**src/include/irc_pkg.sv**
```systemverilog
// Contract
// - Registers answer only with select three low
// - Index 0x00 holds triggers, channels 15-8
// - Index 0x01 holds triggers 7-1, bits1:0 zero
// - Trigger codes: high, low, rise, fall; reset high
// - Index 0x02 reads pending flags 15-1
// - Index 0x03 write one clears edge-triggered pending flag; level flags follow input
// - Index 0x04 channel masks, one blocks, reset one
// - Mask bit zero gates latched level, reset zero
// - Index 0x05 reads four-bit latched level
// - Latch register bit four write clears level
package irc_pkg;
  localparam int NCH = 16;
  localparam logic [7:0] IDX_TRIG_UP  = 8'h00;
  localparam logic [7:0] IDX_TRIG_LO  = 8'h01;
  localparam logic [7:0] IDX_PEND     = 8'h02;
  localparam logic [7:0] IDX_CLR      = 8'h03;
  localparam logic [7:0] IDX_MASK     = 8'h04;
  localparam logic [7:0] IDX_LATCH    = 8'h05;
  localparam logic [7:0] IDX_MODE     = 8'h06;
  localparam int LATCH_CLR_BIT = 4;
  localparam int LVL_MASK_BIT  = 0;
  localparam logic [15:0] RST_TRIG_UP = 16'h0000;
  localparam logic [15:0] RST_TRIG_LO = 16'h0000;
  localparam logic [15:0] RST_MASK    = 16'hfffe;
  localparam logic [3:0]  RST_LEVEL   = 4'h0;
  localparam logic [1:0]  RST_MODE    = 2'h0;

  typedef enum logic [1:0] {
    TRIG_HIGH = 2'b00,
    TRIG_LOW  = 2'b01,
    TRIG_RISE = 2'b10,
    TRIG_FALL = 2'b11
  } irc_trig_e;

  typedef struct packed {
    logic        sel_n;
    logic        wr;
    logic [7:0]  idx;
    logic [31:0] wdata;
  } irc_bus_s;
endpackage

```
**src/design/irc_top.sv**
```systemverilog
`timescale 1ns/10ps
module irc_top
  import irc_pkg::*;
(
  input  wire logic            REF_CLK,
  input  wire logic            ARST_N,
  input  wire logic            PERIPHERAL_SELECT_THREE_N,
  input  wire logic            WR,
  input  wire logic [9:2]      ADDR,
  input  wire logic [31:0]     WDATA,
  input  wire logic [15:1]     IRQ,
  input  wire logic [3:0]      INTERRUPT_LEVEL_CODE_IN,
  output logic      [31:0]     RDATA,
  output logic      [3:0]      INTERRUPT_LEVEL_CODE
);
  import irc_pkg::*;

  typedef struct packed {
    logic [15:1] prev;
    logic [15:1] pend;
    logic [15:0] trig_up;
    logic [15:2] trig_lo;
    logic [15:0] mask;
    logic [3:0]  level;
    logic [1:0]  mode;
    logic [31:0] rdata;
    logic [3:0]  interrupt_level_code;
  } irc_state_s;

  irc_state_s st;
  irc_state_s next_st;
  logic [15:1] irq_s;
  logic [3:0]  lvl_s;
  logic        rst_n;
  irc_bus_s    bus;

  // Reset release: two stages; the copy below gates everything else
  logic [1:0] rsync;
  always_ff @(posedge REF_CLK or negedge ARST_N) begin
    if (!ARST_N) begin
      rsync <= 2'h0;
    end else begin
      rsync <= {rsync[0], 1'b1};
    end
  end
  assign rst_n = rsync[1];

  irc_sync #(.W(15)) u_irq_sync (
    .clk   (REF_CLK),
    .rst_n (rst_n),
    .d     (IRQ),
    .q     (irq_s)
  );

  logic [3:0] lvl_q;
  irc_sync #(.W(4)) u_lvl_sync (
    .clk   (REF_CLK),
    .rst_n (rst_n),
    .d     (INTERRUPT_LEVEL_CODE_IN),
    .q     (lvl_q)
  );
  assign lvl_s = lvl_q;

  // Pins are sampled through the same stages as the request lines
  logic        sel_q;
  logic        wr_q;
  logic [7:0]  idx_q;
  logic [31:0] wd_q;
  irc_sync #(.W(42)) u_bus_sync (
    .clk   (REF_CLK),
    .rst_n (rst_n),
    .d     ({~PERIPHERAL_SELECT_THREE_N, WR, ADDR, WDATA}),
    .q     ({sel_q, wr_q, idx_q, wd_q})
  );
  assign bus.sel_n = ~sel_q;
  assign bus.wr    = wr_q;
  assign bus.idx   = idx_q;
  assign bus.wdata = wd_q;

  function automatic logic [1:0] trig_of(input logic [15:0] up, input logic [15:2] lo,
                                         input int ch);
    logic [31:0] all;
    all = {up, lo, 2'b00};
    return all[2*ch +: 2];
  endfunction

  function automatic logic [3:0] top_chan(input logic [15:1] v);
    logic [3:0] r;
    r = 4'h0;
    for (int i = 1; i < NCH; i++) begin
      if (v[i]) begin
        r = 4'(i);
      end
    end
    return r;
  endfunction

  logic acc;
  logic wr_acc;
  assign acc    = !bus.sel_n;
  assign wr_acc = acc && bus.wr;

  always_comb begin
    logic [1:0]  tm;
    logic        hit;
    logic [15:1] clr;
    tm  = 2'h0;
    hit = 1'b0;
    clr = '0;
    next_st = st;
    next_st.prev = irq_s;
    if (wr_acc && bus.idx == IDX_CLR) begin
      clr = bus.wdata[15:1];
    end
    for (int i = 1; i < NCH; i++) begin
      tm = trig_of(st.trig_up, st.trig_lo, i);
      unique case (irc_trig_e'(tm))
        TRIG_HIGH: hit = irq_s[i];
        TRIG_LOW:  hit = !irq_s[i];
        TRIG_RISE: hit = irq_s[i] && !st.prev[i];
        TRIG_FALL: hit = !irq_s[i] && st.prev[i];
      endcase
      // A level channel follows its input; edges stick until cleared, set wins
      if (tm[1] == 1'b0) begin
        next_st.pend[i] = hit;
      end else begin
        next_st.pend[i] = hit || (st.pend[i] && !clr[i]);
      end
    end
    // Latched level capture; clear wins only when no new level arrives
    if (lvl_s != 4'h0) begin
      next_st.level = lvl_s;
    end else if (wr_acc && bus.idx == IDX_LATCH && bus.wdata[LATCH_CLR_BIT]) begin
      next_st.level = RST_LEVEL;
    end
    if (wr_acc) begin
      unique case (bus.idx)
        IDX_TRIG_UP: next_st.trig_up = bus.wdata[15:0];
        IDX_TRIG_LO: next_st.trig_lo = bus.wdata[15:2];
        IDX_MASK:    next_st.mask    = bus.wdata[15:0];
        IDX_MODE:    next_st.mode    = bus.wdata[1:0];
        default:     hit = hit;
      endcase
    end
    next_st.rdata = 32'h0;
    if (acc && !bus.wr) begin
      unique case (bus.idx)
        IDX_TRIG_UP: next_st.rdata = {16'h0, st.trig_up};
        IDX_TRIG_LO: next_st.rdata = {16'h0, st.trig_lo, 2'b00};
        IDX_PEND:    next_st.rdata = {16'h0, st.pend, 1'b0};
        IDX_MASK:    next_st.rdata = {16'h0, st.mask};
        IDX_LATCH:   next_st.rdata = {28'h0, st.level};
        IDX_MODE:    next_st.rdata = {30'h0, st.mode};
        default:     next_st.rdata = 32'h0;
      endcase
    end
    next_st.interrupt_level_code = top_chan(st.pend & ~st.mask[15:1]);
    if (next_st.interrupt_level_code == 4'h0 && !st.mask[LVL_MASK_BIT]) begin
      next_st.interrupt_level_code = st.level;
    end
  end

  always_ff @(posedge REF_CLK or negedge rst_n) begin
    if (!rst_n) begin
      st         <= '0;
      st.trig_up <= RST_TRIG_UP;
      st.trig_lo <= RST_TRIG_LO[15:2];
      st.mask    <= RST_MASK;
      st.level   <= RST_LEVEL;
      st.mode    <= RST_MODE;
    end else begin
      st <= next_st;
    end
  end

  assign RDATA = st.rdata;
  assign INTERRUPT_LEVEL_CODE = st.interrupt_level_code;
endmodule

```
**src/design/irc_sync.sv**
```systemverilog
`timescale 1ns/10ps
module irc_sync #(
  parameter int W = 1
) (
  input  wire logic         clk,
  input  wire logic         rst_n,
  input  wire logic [W-1:0] d,
  output logic      [W-1:0] q
);
  typedef struct packed {
    logic [W-1:0] s1;
    logic [W-1:0] s2;
  } irc_sync_s;
  irc_sync_s st;
  irc_sync_s next_st;

  always_comb begin
    next_st.s1 = d;
    next_st.s2 = st.s1;
  end

  always_ff @(posedge clk or negedge rst_n) begin
    if (!rst_n) begin
      st <= '0;
    end else begin
      st <= next_st;
    end
  end

  assign q = st.s2;
endmodule

```
**config.mk**
```make
export PLATFORM = sky130hd
export DESIGN_NAME = irc_top
export DESIGN_NICKNAME = d
export VERILOG_FILES = /design/src/include/irc_pkg.sv /design/src/design/irc_top.sv /design/src/design/irc_sync.sv
export SDC_FILE = /design/constraint.sdc
export NUM_CORES = 1
export LEC_CHECK = 0
export ABC_AREA = 0
export BUFFER_PORTS_ARGS = -buffer_cell sky130_fd_sc_hd__buf_2
export CAP_MARGIN = 25
export CORE_ASPECT_RATIO = 0.6
export CORE_UTILIZATION = 57
export DETAILED_ROUTE_END_ITERATION = 10
export MAX_ROUTING_LAYER = met4
export PLACE_DENSITY = 0.87
export SYNTH_ARGS = -nofsm -noshare
export SYNTH_HDL_FRONTEND = slang
export SYNTH_SLANG_ARGS = --single-unit
```
**constraint.sdc**
```tcl
create_clock -name REF_CLK -period 8.6 [get_ports REF_CLK]
set_clock_uncertainty 0.2 [all_clocks]
set_input_delay 1.72 -clock REF_CLK [delete_from_list [all_inputs] [get_ports REF_CLK]]
set_output_delay 1.72 -clock REF_CLK [all_outputs]
set_load 0.01 [all_outputs]
```
== Word level (Yosys, flattened, before mapping) ==
Cells that the tools add are included.

* Add/subtract/negate cells: 0
* $mul: 0
* Div/mod/pow operators: 0
* Magnitude comparators: 0
* Equality and inequality tests: 51
* Shift-type cells: 0
* Mux-type cells: 51
* Bitwise operators: 3
* Reductions and logical operators: 136

{| class="wikitable"
|+ Operators with widths
! cell !! number
|-
| one-hot mux 16 bit (6 select lines) || 1
|-
| 2-to-1 mux 4 bit || 17
|-
| equality test 2 bit, second input constant || 30
|-
| one-hot mux 1 bit (4 select lines) || 15
|-
| logical AND 1 bit || 51
|-
| zero test 1 bit || 47
|-
| equality test 2 x 1 -> 1 bit, second input constant || 15
|-
| zero test 2 bit || 15
|-
| equality test 8 x 3 -> 1 bit, second input constant || 3
|-
| equality test 8 x 2 -> 1 bit, second input constant || 2
|-
| 2-to-1 mux 1 bit || 16
|-
| 2-to-1 mux 16 bit || 1
|-
| bitwise AND 15 bit || 1
|-
| logical OR 1 bit || 15
|-
| 2-to-1 mux 15 bit || 1
|-
| inverter 15 bit || 1
|-
| equality test 8 x 1 -> 1 bit, second input constant || 1
|-
| zero test 8 bit || 1
|-
| AND reduction 2 bit || 4
|-
| zero test 4 bit || 1
|-
| nonzero test 4 bit || 1
|-
| nonzero test 2 bit || 1
|-
| inverter 1 bit || 1
|}

* Flip-flop bits (word level): 242
* Latch bits: 0
* Bits in writable memories: 0
* ROM bits: 0
* Output and inout bits: 36
* Memories: 0

== Logic depth before layout (Yosys ltp) ==
Gate-level depths: netlist of run 1.

* Word-level depth: 20
* Depth in mapped cells: 7

== By module ==
From an unflattened synthesis of run 1, not the netlist that was laid out.

* Cells, all modules: 567
* Area, all modules: 8008.9 um^2

{| class="wikitable"
|+ Modules (own cells, without submodules)
! module !! times used !! cells each !! area each (um^2)
|-
| irc_top || 1 || 445 || 4956.0
|-
| irc_sync (u_bus_sync) || 1 || 84 || 2102.0
|-
| irc_sync (u_irq_sync) || 1 || 30 || 750.7
|-
| irc_sync (u_lvl_sync) || 1 || 8 || 200.2
|}

== Worst setup path before layout of run 1 ==
No wires, ideal clock.

* Path kind: reg-to-reg
* From: reg u_bus_sync.st, in the netlist u_bus_sync.q[37]
* To: reg st[62] (netlist bit)
* Setup time: 0.125 ns
* Arrival time: 2.209 ns
* Required time: 8.275 ns
* Slack: 6.066 ns
* Cell stages (with the launch flop): 7
* Path buffers: 2
* Period minus slack after synthesis: 2.534 ns
* Cells stage by stage: dfrtp_1 -> or4_1 -> or2_1 -> buf_2 -> nor4_4 -> buf_2 -> mux2_2

* Word-level cells in the longest chain between the ends: 2

{| class="wikitable"
|+ Ends and longest elaborated chain
! element !! line !! RTL
|-
| start: declaration || irc_sync.sv:14 || <nowiki>irc_sync_s st;</nowiki>
|-
| start signal: assignment || irc_sync.sv:26 || <nowiki>st <= next_st;</nowiki>
|-
| equality test 8 x 1 -> 1 bit || irc_top.sv:137 || <nowiki>unique case (bus.idx)</nowiki>
|-
| AND reduction 2 bit (no line) || n/a ||
|-
| end signal: assignment || irc_top.sv:172 || <nowiki>st <= next_st;</nowiki>
|-
| end: declaration || irc_top.sv:30 || <nowiki>irc_state_s st;</nowiki>
|}

No other way between the ends.
A chain may end at the register's enable or synchronous reset.

== Worst setup path in the final report of run 1 ==
* From: reg u_bus_sync.st, in the netlist u_bus_sync.q[37]
* To: reg st[68] (netlist bit)

Same word-level chain as after synthesis.

==> impl_metrics.ini, run 1 <==
[run_status]
status = finished clean

[global_routing]
grt_pass1_vias = 4230
antenna_found_initial = 0
grt_pass1_wl_mm = 22.5
grt-ovfl-total = 0
grtUsageTotal = 0.243
grt_max_degree = 67

[detailed_routing]
met3_length_mm = 1.24
top_layer_used = met4
vias_per_cell = 5.73
dr.pass1.iters = 5
routed-wl-met2_mm = 6.62
wl_per_cell_um = 19.2
wl_met1_mm = 6.10
num_vias = 4257
drt_iter0_markers = 334
wl_mm = 14.2
postRouteAntennaNets = 0
drc = 0

[sta]
setup_viol = 0
finalSetupTns_ns = 0
setup_slack_ns = 5.72
max_slew.worst_pin.slew_ns = 0.920
slew_viol_final = 0
fin_crit_ns = 2.88
rsz0062_at_grt = no
worst_hold_slack_ns = 0.148
hold_viol = 0
finalCritPeriodShare = 0.335
maxSlewHeadroom = 0.383
fmax_ghz = 0.347

[min_path]
hold_path.class = register to register
hold_end = u_irq_sync.q[11]
hold_depth = 0
hold_start = u_irq_sync.next_st[11]

[floorplan]
core_um2 = 12200
rows = 31
die_area_um2 = 13100
initial_utilization = 0.592
die_w_um = 147
pin_count = 99
die_h_um = 89.2

[synth]
synth-edff-count = 0
async_reset_ff_frac = 1.00
netlist_area_um2 = 7220
yosys_warnings = 0
syn_area_per_cell_um2 = 14.3
synth_cells = 504
ys.flop_type = dfrtp_1
ys_seq_area_frac = 0.675
ys_ff_latch = 194
synthDistinctLibCells = 45

[critical_path]
ff2ff_path_depth = 5
r2r-start = u_bus_sync.q[37]
critPathMaxFanout = 8
end_kind = register
startpoint_type = register
crit_required_ns = 8.71
r2r-end = st[68]
worstPathArrival_ns = 2.99
reg2reg_slack_ns = 5.72
crit_type = register to register

[power]
leakage_nw = 3.72
p_per_area_nw_per_um2 = 224
irDropWorstVdd_mv = 0.136
finalPower_mw = 1.83

[place]
placed_cell_area_um2 = 7570
hpwl_mm = 9.37
post-place-cells = 710
port_buffers = 66
place_ws_ns = 5.68
gp_congestion = 0.890

[finish]
finish.utilization = 0.670
num_antenna_cells = 0
fin_area_um2 = 8160
drive_gt1_frac = 0.329
nFillCells = 861
nets = 628
area_delta_synth_final_pct = 13.1
final_cells = 743

[clock_tree]
post_cts_buffers = 0
cts_tree = done
clkSlewWorstSetupHoldPaths_ns = 0.07
cts_root_buffer = clkbuf_16
clock_path_buffers = 2
cts_inserted_buffers = 17
cts_sinks = 194
cts.hold.buffers_added = 0
clk_latency_ns = 0.43
cts_repair_resize_count = 0
cts.htree.levels = 4

[flow_run]
cap_violations = 0
worst max-delay path, cell delays in order, from the launching register on:
cell and delay, ns:
dfrtp_1 0.35, or4_1 0.58, or2_1 0.36, nor4_4 0.65
buf_6 0.26, mux2_2 0.35
flip-flops by register name (all words and copies together) (netlist names):
register              cells
st                       82
u_bus_sync.next_st       26
u_bus_sync.q             26
RDATA                    16
u_irq_sync.next_st       15
u_irq_sync.q             15
INTERRUPT_LEVEL_CODE      4
u_lvl_sync.next_st        4
u_lvl_sync.q              4
rsync                     2
synth_stat cells, types with 2 or more instances:
library cell  instances  area, um2
mux2_2               38        428
a22oi_1              27        203
buf_4                36        270
a211oi_1              3       22.5
nand4_1               4       25.0
a311o_1               2       20.0
a21o_1                4       30.0
clkbuf_1              3       11.3
o21ai_0               7       35.0
dfstp_2              15        394
nand3_1               4       20.0
nor2_1                6       22.5
inv_1                 4       15.0
or4_1                 2       15.0
buf_2                 7       35.0
xor2_1               13        114
a31o_2               12        105
mux2_4               10        150
nor2b_1               6       37.5
mux2i_1               4       40.0
nand2b_1             18        113
nand2_1              26       97.6
or3_1                 3       18.8
xnor2_1              13        114
a31oi_1               3       18.8
nor3_1                3       15.0
a21oi_1              30        150
nor4_1                3       18.8
dfrtp_1             179       4480
conb_1                2       7.51
nor4_4                3       63.8
power breakdown:
| part | leakage [nW] | switching (mW) | internal [mW] |
|---|---|---|---|
| clock network | 0.287 | 0.356 | 0.417 |
| registers | 2.34 | 0.0365 | 0.951 |
| logic | 1.09 | 0.0373 | 0.0303 |
| total | 3.72 | 0.430 | 1.40 |
per-layer routing:
metal | vias up | global-route usage
met5 | - | -
met4 | 0 | 0.0937
met3 | 38 | 0.0663
met2 | 243 | 0.354
met1 | 2140 | 0.328
li1 | 1836 | -
how the worst max path moves through the flow:
stage | slack, ns | end | cells past startpoint | from
global route | 5.66 | st[68] | 5 | u_bus_sync.q[36]
global placement | 5.22 | st[78] | 5 | u_bus_sync.q[37]
floorplan | 2.62 | INTERRUPT_LEVEL_CODE[0] | 0 | rsync[1]
detailed placement | 5.68 | RDATA[11] | 5 | u_bus_sync.q[37]
finish | 5.72 | st[68] | 5 | u_bus_sync.q[37]
CTS | 5.61 | RDATA[11] | 5 | u_bus_sync.q[36]
cell families after synthesis:
| kind of cell | Yosys count | synth area share |
|---|---|---|
| other | 2 | 0.00104 |
| AOI/OAI and AO/OA | 95 | 0.0893 |
| and+or+nand+nor | 83 | 0.0690 |
| buffers and inverters | 52 | 0.0480 |
| DFF | 194 | 0.675 |
| muxes | 52 | 0.0857 |
| xor gates and xnor gates | 26 | 0.0316 |
final cells by class:
| class | instances | area (um2) | share of cell area |
|---|---|---|---|
| flip-flops and latches | 194 | 4880 | 0.597 |
| well taps | 165 | 206 | 0.0253 |
| clock buffers | 18 | 439 | 0.0538 |
| multi-input cells | 273 | 2060 | 0.253 |
| clock inverters | 14 | 143 | 0.0175 |
| repair buffers | 75 | 420 | 0.0515 |
| inverters | 4 | 15.0 | 0.00184 |
layout by cell type (no fill, tap or decap), types with 15 or more instances in the layout:
cell	netlist	final
dfrtp_1	179	178
clkbuf_16	0	17
dfstp_2	15	15
nand2_1	26	26
mux2_2	38	38
a22oi_1	27	27
a21oi_1	30	30
nand2b_1	18	18
conb_1	2	17
buf_2	7	66
Note: power is estimated with default switching activity, not from simulation.
==> inputs of run 2 (changes only) <==
- CORE_UTILIZATION: 57 -> 51
- PLACE_DENSITY: 0.87 -> 0.83
- clock period: 8.6 -> 2.4 ns (I/O delays scaled with it)
==> run 2 against run 1 <==
- the flow now finishes with violations (setup timing)
- largest power group unchanged
- clock power grew to 3.6 times the previous value
- routed wire length grew 8.1%
- worst setup slack lost 5.8 ns
- register-to-register slack lost 5.8 ns
==> impl_metrics.ini, run 2 (synthesized netlist as in run 1, its figures left out) <==
[detailed_routing]
postRouteAntennaNets = 0
dr.pass1.iters = 6
wl_mm = 15.4
drc = 0
drt_iter0_markers = 460
num_vias = 4512
vias_per_cell = 5.39
wl_per_cell_um = 18.4

[sta]
finalCritPeriodShare = 1.03
setup_slack_ns = -0.0632
fin_crit_ns = 2.46
max_slew.worst_pin.slew_ns = 0.636
fmax_ghz = 0.406
maxSlewHeadroom = 0.576
hold_viol = 0
rsz0062_at_grt = yes
setup_viol = 23
slew_viol_final = 0

[place]
port_buffers = 66
placed_cell_area_um2 = 7750
place_ws_ns = -0.0601
hpwl_mm = 9.62
gp_congestion = 0.951
post-place-cells = 751

[floorplan]
initial_utilization = 0.525
die_area_um2 = 14600
core_um2 = 13700
die_w_um = 156
rows = 33
die_h_um = 94.1
pin_count = 99

[power]
irDropWorstVdd_mv = 0.448
p_sw_frac = 0.247
internal_power_mw = 4.98
switchingPower_mw = 1.63
p_per_area_nw_per_um2 = 733
seq_power_share = 0.534
p_comb_frac = 0.051
finalPower_mw = 6.61
leakage_nw = 4.06
p_clk_frac = 0.416

[critical_path]
end_kind = register
critPathMaxFanout = 16
crit_slowest_cell = or4_4
startpoint_type = register
path_cells = or4_4, or2_4, nor4_4, buf_4, nand3_4, buf_12, mux2_4
worstPathArrival_ns = 2.57
crit_required_ns = 2.50
cp_slowest_stage_delay_ns = 0.54
crit_type = register to register

[min_path]
hold_path.class = register to async pin

[clock_tree]
cts_sinks = 194
clk_latency_ns = 0.43
cts_tree = done
clkSlewWorstSetupHoldPaths_ns = 0.07
cts_root_buffer = clkbuf_16
clock_path_buffers = 2
cts.htree.levels = 4
cts_inserted_buffers = 17

[finish]
regMostFlops = st
num_antenna_cells = 0
area_delta_synth_final_pct = 25.1
largest_register_ffs = 82
final_cells = 837
nets = 695
finish.utilization = 0.656
final_cell_mix = dfrtp_1, buf_2, dlygate4sd3_1, mux2_2, a21oi_1
layout_commonest_cell = dfrtp_1
drive_gt1_frac = 0.347
fin_area_um2 = 9020

[run_status]
status = finished, violations left
violations = setup timing

[global_routing]
grt_pass1_vias = 4483
grt_max_degree = 67
grtUsageTotal = 0.226
grt_pass1_wl_mm = 23.6
antenna_found_initial = 0
grt-ovfl-total = 0

[flow_run]
cap_violations = 0
==> run 2: layout make-up <==
type | instances | area [um2]
Sequential cell | 194 | 4880
Fill cell | 986 | 4720
Multi-Input combinational cell | 273 | 2170
Timing Repair Buffer | 142 | 1130
Clock buffer | 17 | 425
Tap cell | 192 | 240
Clock inverter | 15 | 168
Inverter | 4 | 15.0
==> run 2: path summary, 6_finish.rpt <==
| check | slack, ns | from | cells after the start | end |
|---|---|---|---|---|
| setup reg to reg | -0.06 | u_bus_sync.q[38] | 7 | st[78] |
| hold / removal | 0.1 | rsync[1] | 0 | u_bus_sync.q[6] |
| min in group REF_CLK | 0.14 | u_bus_sync.next_st[13] | 0 | u_bus_sync.q[13] |
| max in group asynchronous | 1.14 | rsync[1] | 1 | st[50] |
| hold reg to reg | 0.1 | rsync[1] | 0 | u_bus_sync.q[6] |
| setup / recovery | -0.06 | u_bus_sync.q[38] | 7 | st[78] |
==> run 2: repair_timing <==
item / in CTS / in global routing
endpoints found under the hold margin: 47 / 0
setup buffers: 2 / 5
gates cloned: 1 / 0
resized for setup: 16 / 22
pin swaps: 2 / 4
hold buffers: 46 / 0
endpoints found under the setup margin: 52 / 78
==> run 2: worst max-delay path, delay by kind of cell, from the launching register on <==
family	cells	cell delay (ns)
flops	1	0.37
buf+inv	2	0.35
mux	1	0.31
simple gates	4	1.10
==> run 2: metal layers <==
layer  share of wire  GRT usage  vias up
met5               0          -        -
met1            0.43      0.310     2277
met4           0.016     0.0694        0
met3           0.085     0.0558       29
li1                -          -     1978
met2            0.47      0.333      228
==> run 2: through the flow <==
stage	TNS (ns)	hold slack, ns
3_5_place_dp	-0.780	0.0685
3_3_place_gp	-0.00423	0.0660
5_1_grt	-3.37	0.147
2_1_floorplan	-1.10	-0.0156
6_report	-0.751	0.0992
4_1_cts	-0.211	0.117
==> run 2: power by group through the flow <==
stage               Combinational [mW]  Clock, mW  Sequential [mW]
floorplan                        0.161          0             3.58
global placement                 0.254          0             3.58
detailed placement               0.266          0             3.58
CTS                              0.329       2.80             3.52
global route                     0.371       2.93             3.54
finish                           0.335       2.75             3.53
==> inputs of run 3 (changes only) <==
- BUFFER_PORTS_ARGS: -buffer_cell sky130_fd_sc_hd__buf_2 -> -buffer_cell sky130_fd_sc_hd__buf_4
==> run 3 against run 2 <==
- the run still ends with setup timing left
- cell area grew 2.3%
- clock-buffer cell count grew 1
- clock power hardly changed
- utilization is 1.5 points higher
- global-route usage is 0.25 points higher
- first-iteration DRC count fell by 12%
- combinational power rose by 6.6%
- critical path type unchanged
==> impl_metrics.ini, run 3 (synthesized netlist as in run 1, its figures left out) <==
[run_status]
status = finished, violations left
violations = setup timing

[sta]
slew_viol_final = 0
worst_hold_slack_ns = 0.117
rsz0062_at_grt = yes
finalSetupTns_ns = -0.287
finalCritPeriodShare = 1.01
setup_viol = 22
setup_slack_ns = -0.0257
fmax_ghz = 0.412
max_slew.worst_pin.slew_ns = 0.634
hold_viol = 0
maxSlewHeadroom = 0.578
fin_crit_ns = 2.43

[finish]
nets = 695
layout_commonest_cell = dfrtp_1
seqCellArea_um2 = 4880
nFillCells = 936
drive_gt1_frac = 0.360
largest_register_ffs = 82
num_antenna_cells = 0
area_delta_synth_final_pct = 27.9
fin_area_um2 = 9230
regMostFlops = st
multiInputGateArea_um2 = 2230
final_cell_mix = dfrtp_1, buf_4, dlygate4sd3_1, nand2_1

[floorplan]
core_um2 = 13700
die_area_um2 = 14600
rows = 33
pin_count = 99
die_w_um = 156
die_h_um = 94.1
initial_utilization = 0.525

[critical_path]
startpoint_type = register
reg2reg_slack_ns = -0.03
crit_required_ns = 2.51
end_kind = register
cp_slowest_stage_delay_ns = 0.55
worstPathArrival_ns = 2.54
crit_type = register to register
crit_slowest_cell = or4_4
cpLargestDelayFamily = simple AND/OR/NAND/NOR gates
path_cells = or4_4, or2_4, nor4_4, buf_6, nand3_4, buf_12, mux2_4
critPathMaxFanout = 16
cp_num_buf_inv = 2

[detailed_routing]
drt_iter0_markers = 403
wl_mm = 15.5
wl_per_cell_um = 18.5
drc = 0
num_vias = 4500
postRouteAntennaNets = 0
dr.pass1.iters = 5
vias_per_cell = 5.38

[clock_tree]
cts.htree.levels = 4
cts_tree = done
cts_inserted_buffers = 17
clk_latency_ns = 0.43
cts_sinks = 194
cts_root_buffer = clkbuf_16
clock_path_buffers = 2
clkSlewWorstSetupHoldPaths_ns = 0.08

[place]
gp_congestion = 0.968
placed_cell_area_um2 = 7910
hpwl_mm = 9.56
port_buffers = 66

[min_path]
hold_path.class = register to async pin

[power]
irDropWorstVdd_mv = 0.463
leakage_nw = 4.13
p_per_area_nw_per_um2 = 720

[flow_run]
cap_violations = 0

[global_routing]
grtUsageTotal = 0.228
antenna_found_initial = 0
grt_max_degree = 59
grt_pass1_wl_mm = 23.7
grt-ovfl-total = 0
grt_pass1_vias = 4492
## run 3: cell types whose count changed in the layout (fill, tap and decap cells not counted), sizes merged
| cell | delta |
|---|---|
| buf | -2 |
| clkbuf | +3 |
| clkinvlp | -1 |
## run 3: repair_timing
action / 4_1_cts / 5_1_grt
cloned: 2 / 2
endpoints found under the hold margin: 47 / 0
hold buffers: 46 / 0
pin swaps: 0 / 10
endpoints found under the setup margin: 63 / 64
setup buffers: 1 / 4
resized for setup: 15 / 37
## run 3: power breakdown
group / switching [mW] / total, mW / internal [mW]
sequential: 0.124 / 3.53 / 3.41
combinational: 0.161 / 0.357 / 0.196
clock: 1.35 / 2.76 / 1.41
## run 3: metrics by stage
step	worst slack, ns	util	power [mW]	std cells
5_1_grt	-0.0942	0.671	6.87	837
6_report	-0.0257	0.671	6.65	837
3_5_place_dp	-0.0604	0.575	3.87	750
4_1_cts	-0.0187	0.656	6.66	831
2_1_floorplan	-0.110	-	3.74	519
3_3_place_gp	-0.00999	0.575	3.85	750
## run 3: path summary, 6_finish.rpt
path                                             start          endpoint  depth (start not counted)
min in group REF_CLK            u_irq_sync.next_st[10]  u_irq_sync.q[10]                          0
worst max-delay path                  u_bus_sync.q[37]            st[87]                          7
max in group asynchronous                     rsync[1]            st[51]                          1
worst min-delay path                          rsync[1]   u_bus_sync.q[7]                          0
worst max register to register        u_bus_sync.q[37]            st[87]                          7
worst min register to register                rsync[1]   u_bus_sync.q[7]                          0
## run 3: cell type report
class	count	share of cell area
flip-flops and latches	194	0.528
repair buffers	142	0.140
inverters	4	0.00163
well taps	192	0.0260
clock buffers	18	0.0476
multi-input cells	273	0.241
clock inverters	14	0.0153
## run 3: metal layers
| metal | up-vias | routed length [um] | track usage |
|---|---|---|---|
| li1 | 1979 | - | - |
| met1 | 2280 | 7070 | 0.323 |
| met2 | 217 | 7090 | 0.328 |
| met3 | 24 | 1180 | 0.0521 |
| met4 | 0 | 175 | 0.0727 |
| met5 | - | 0 | - |
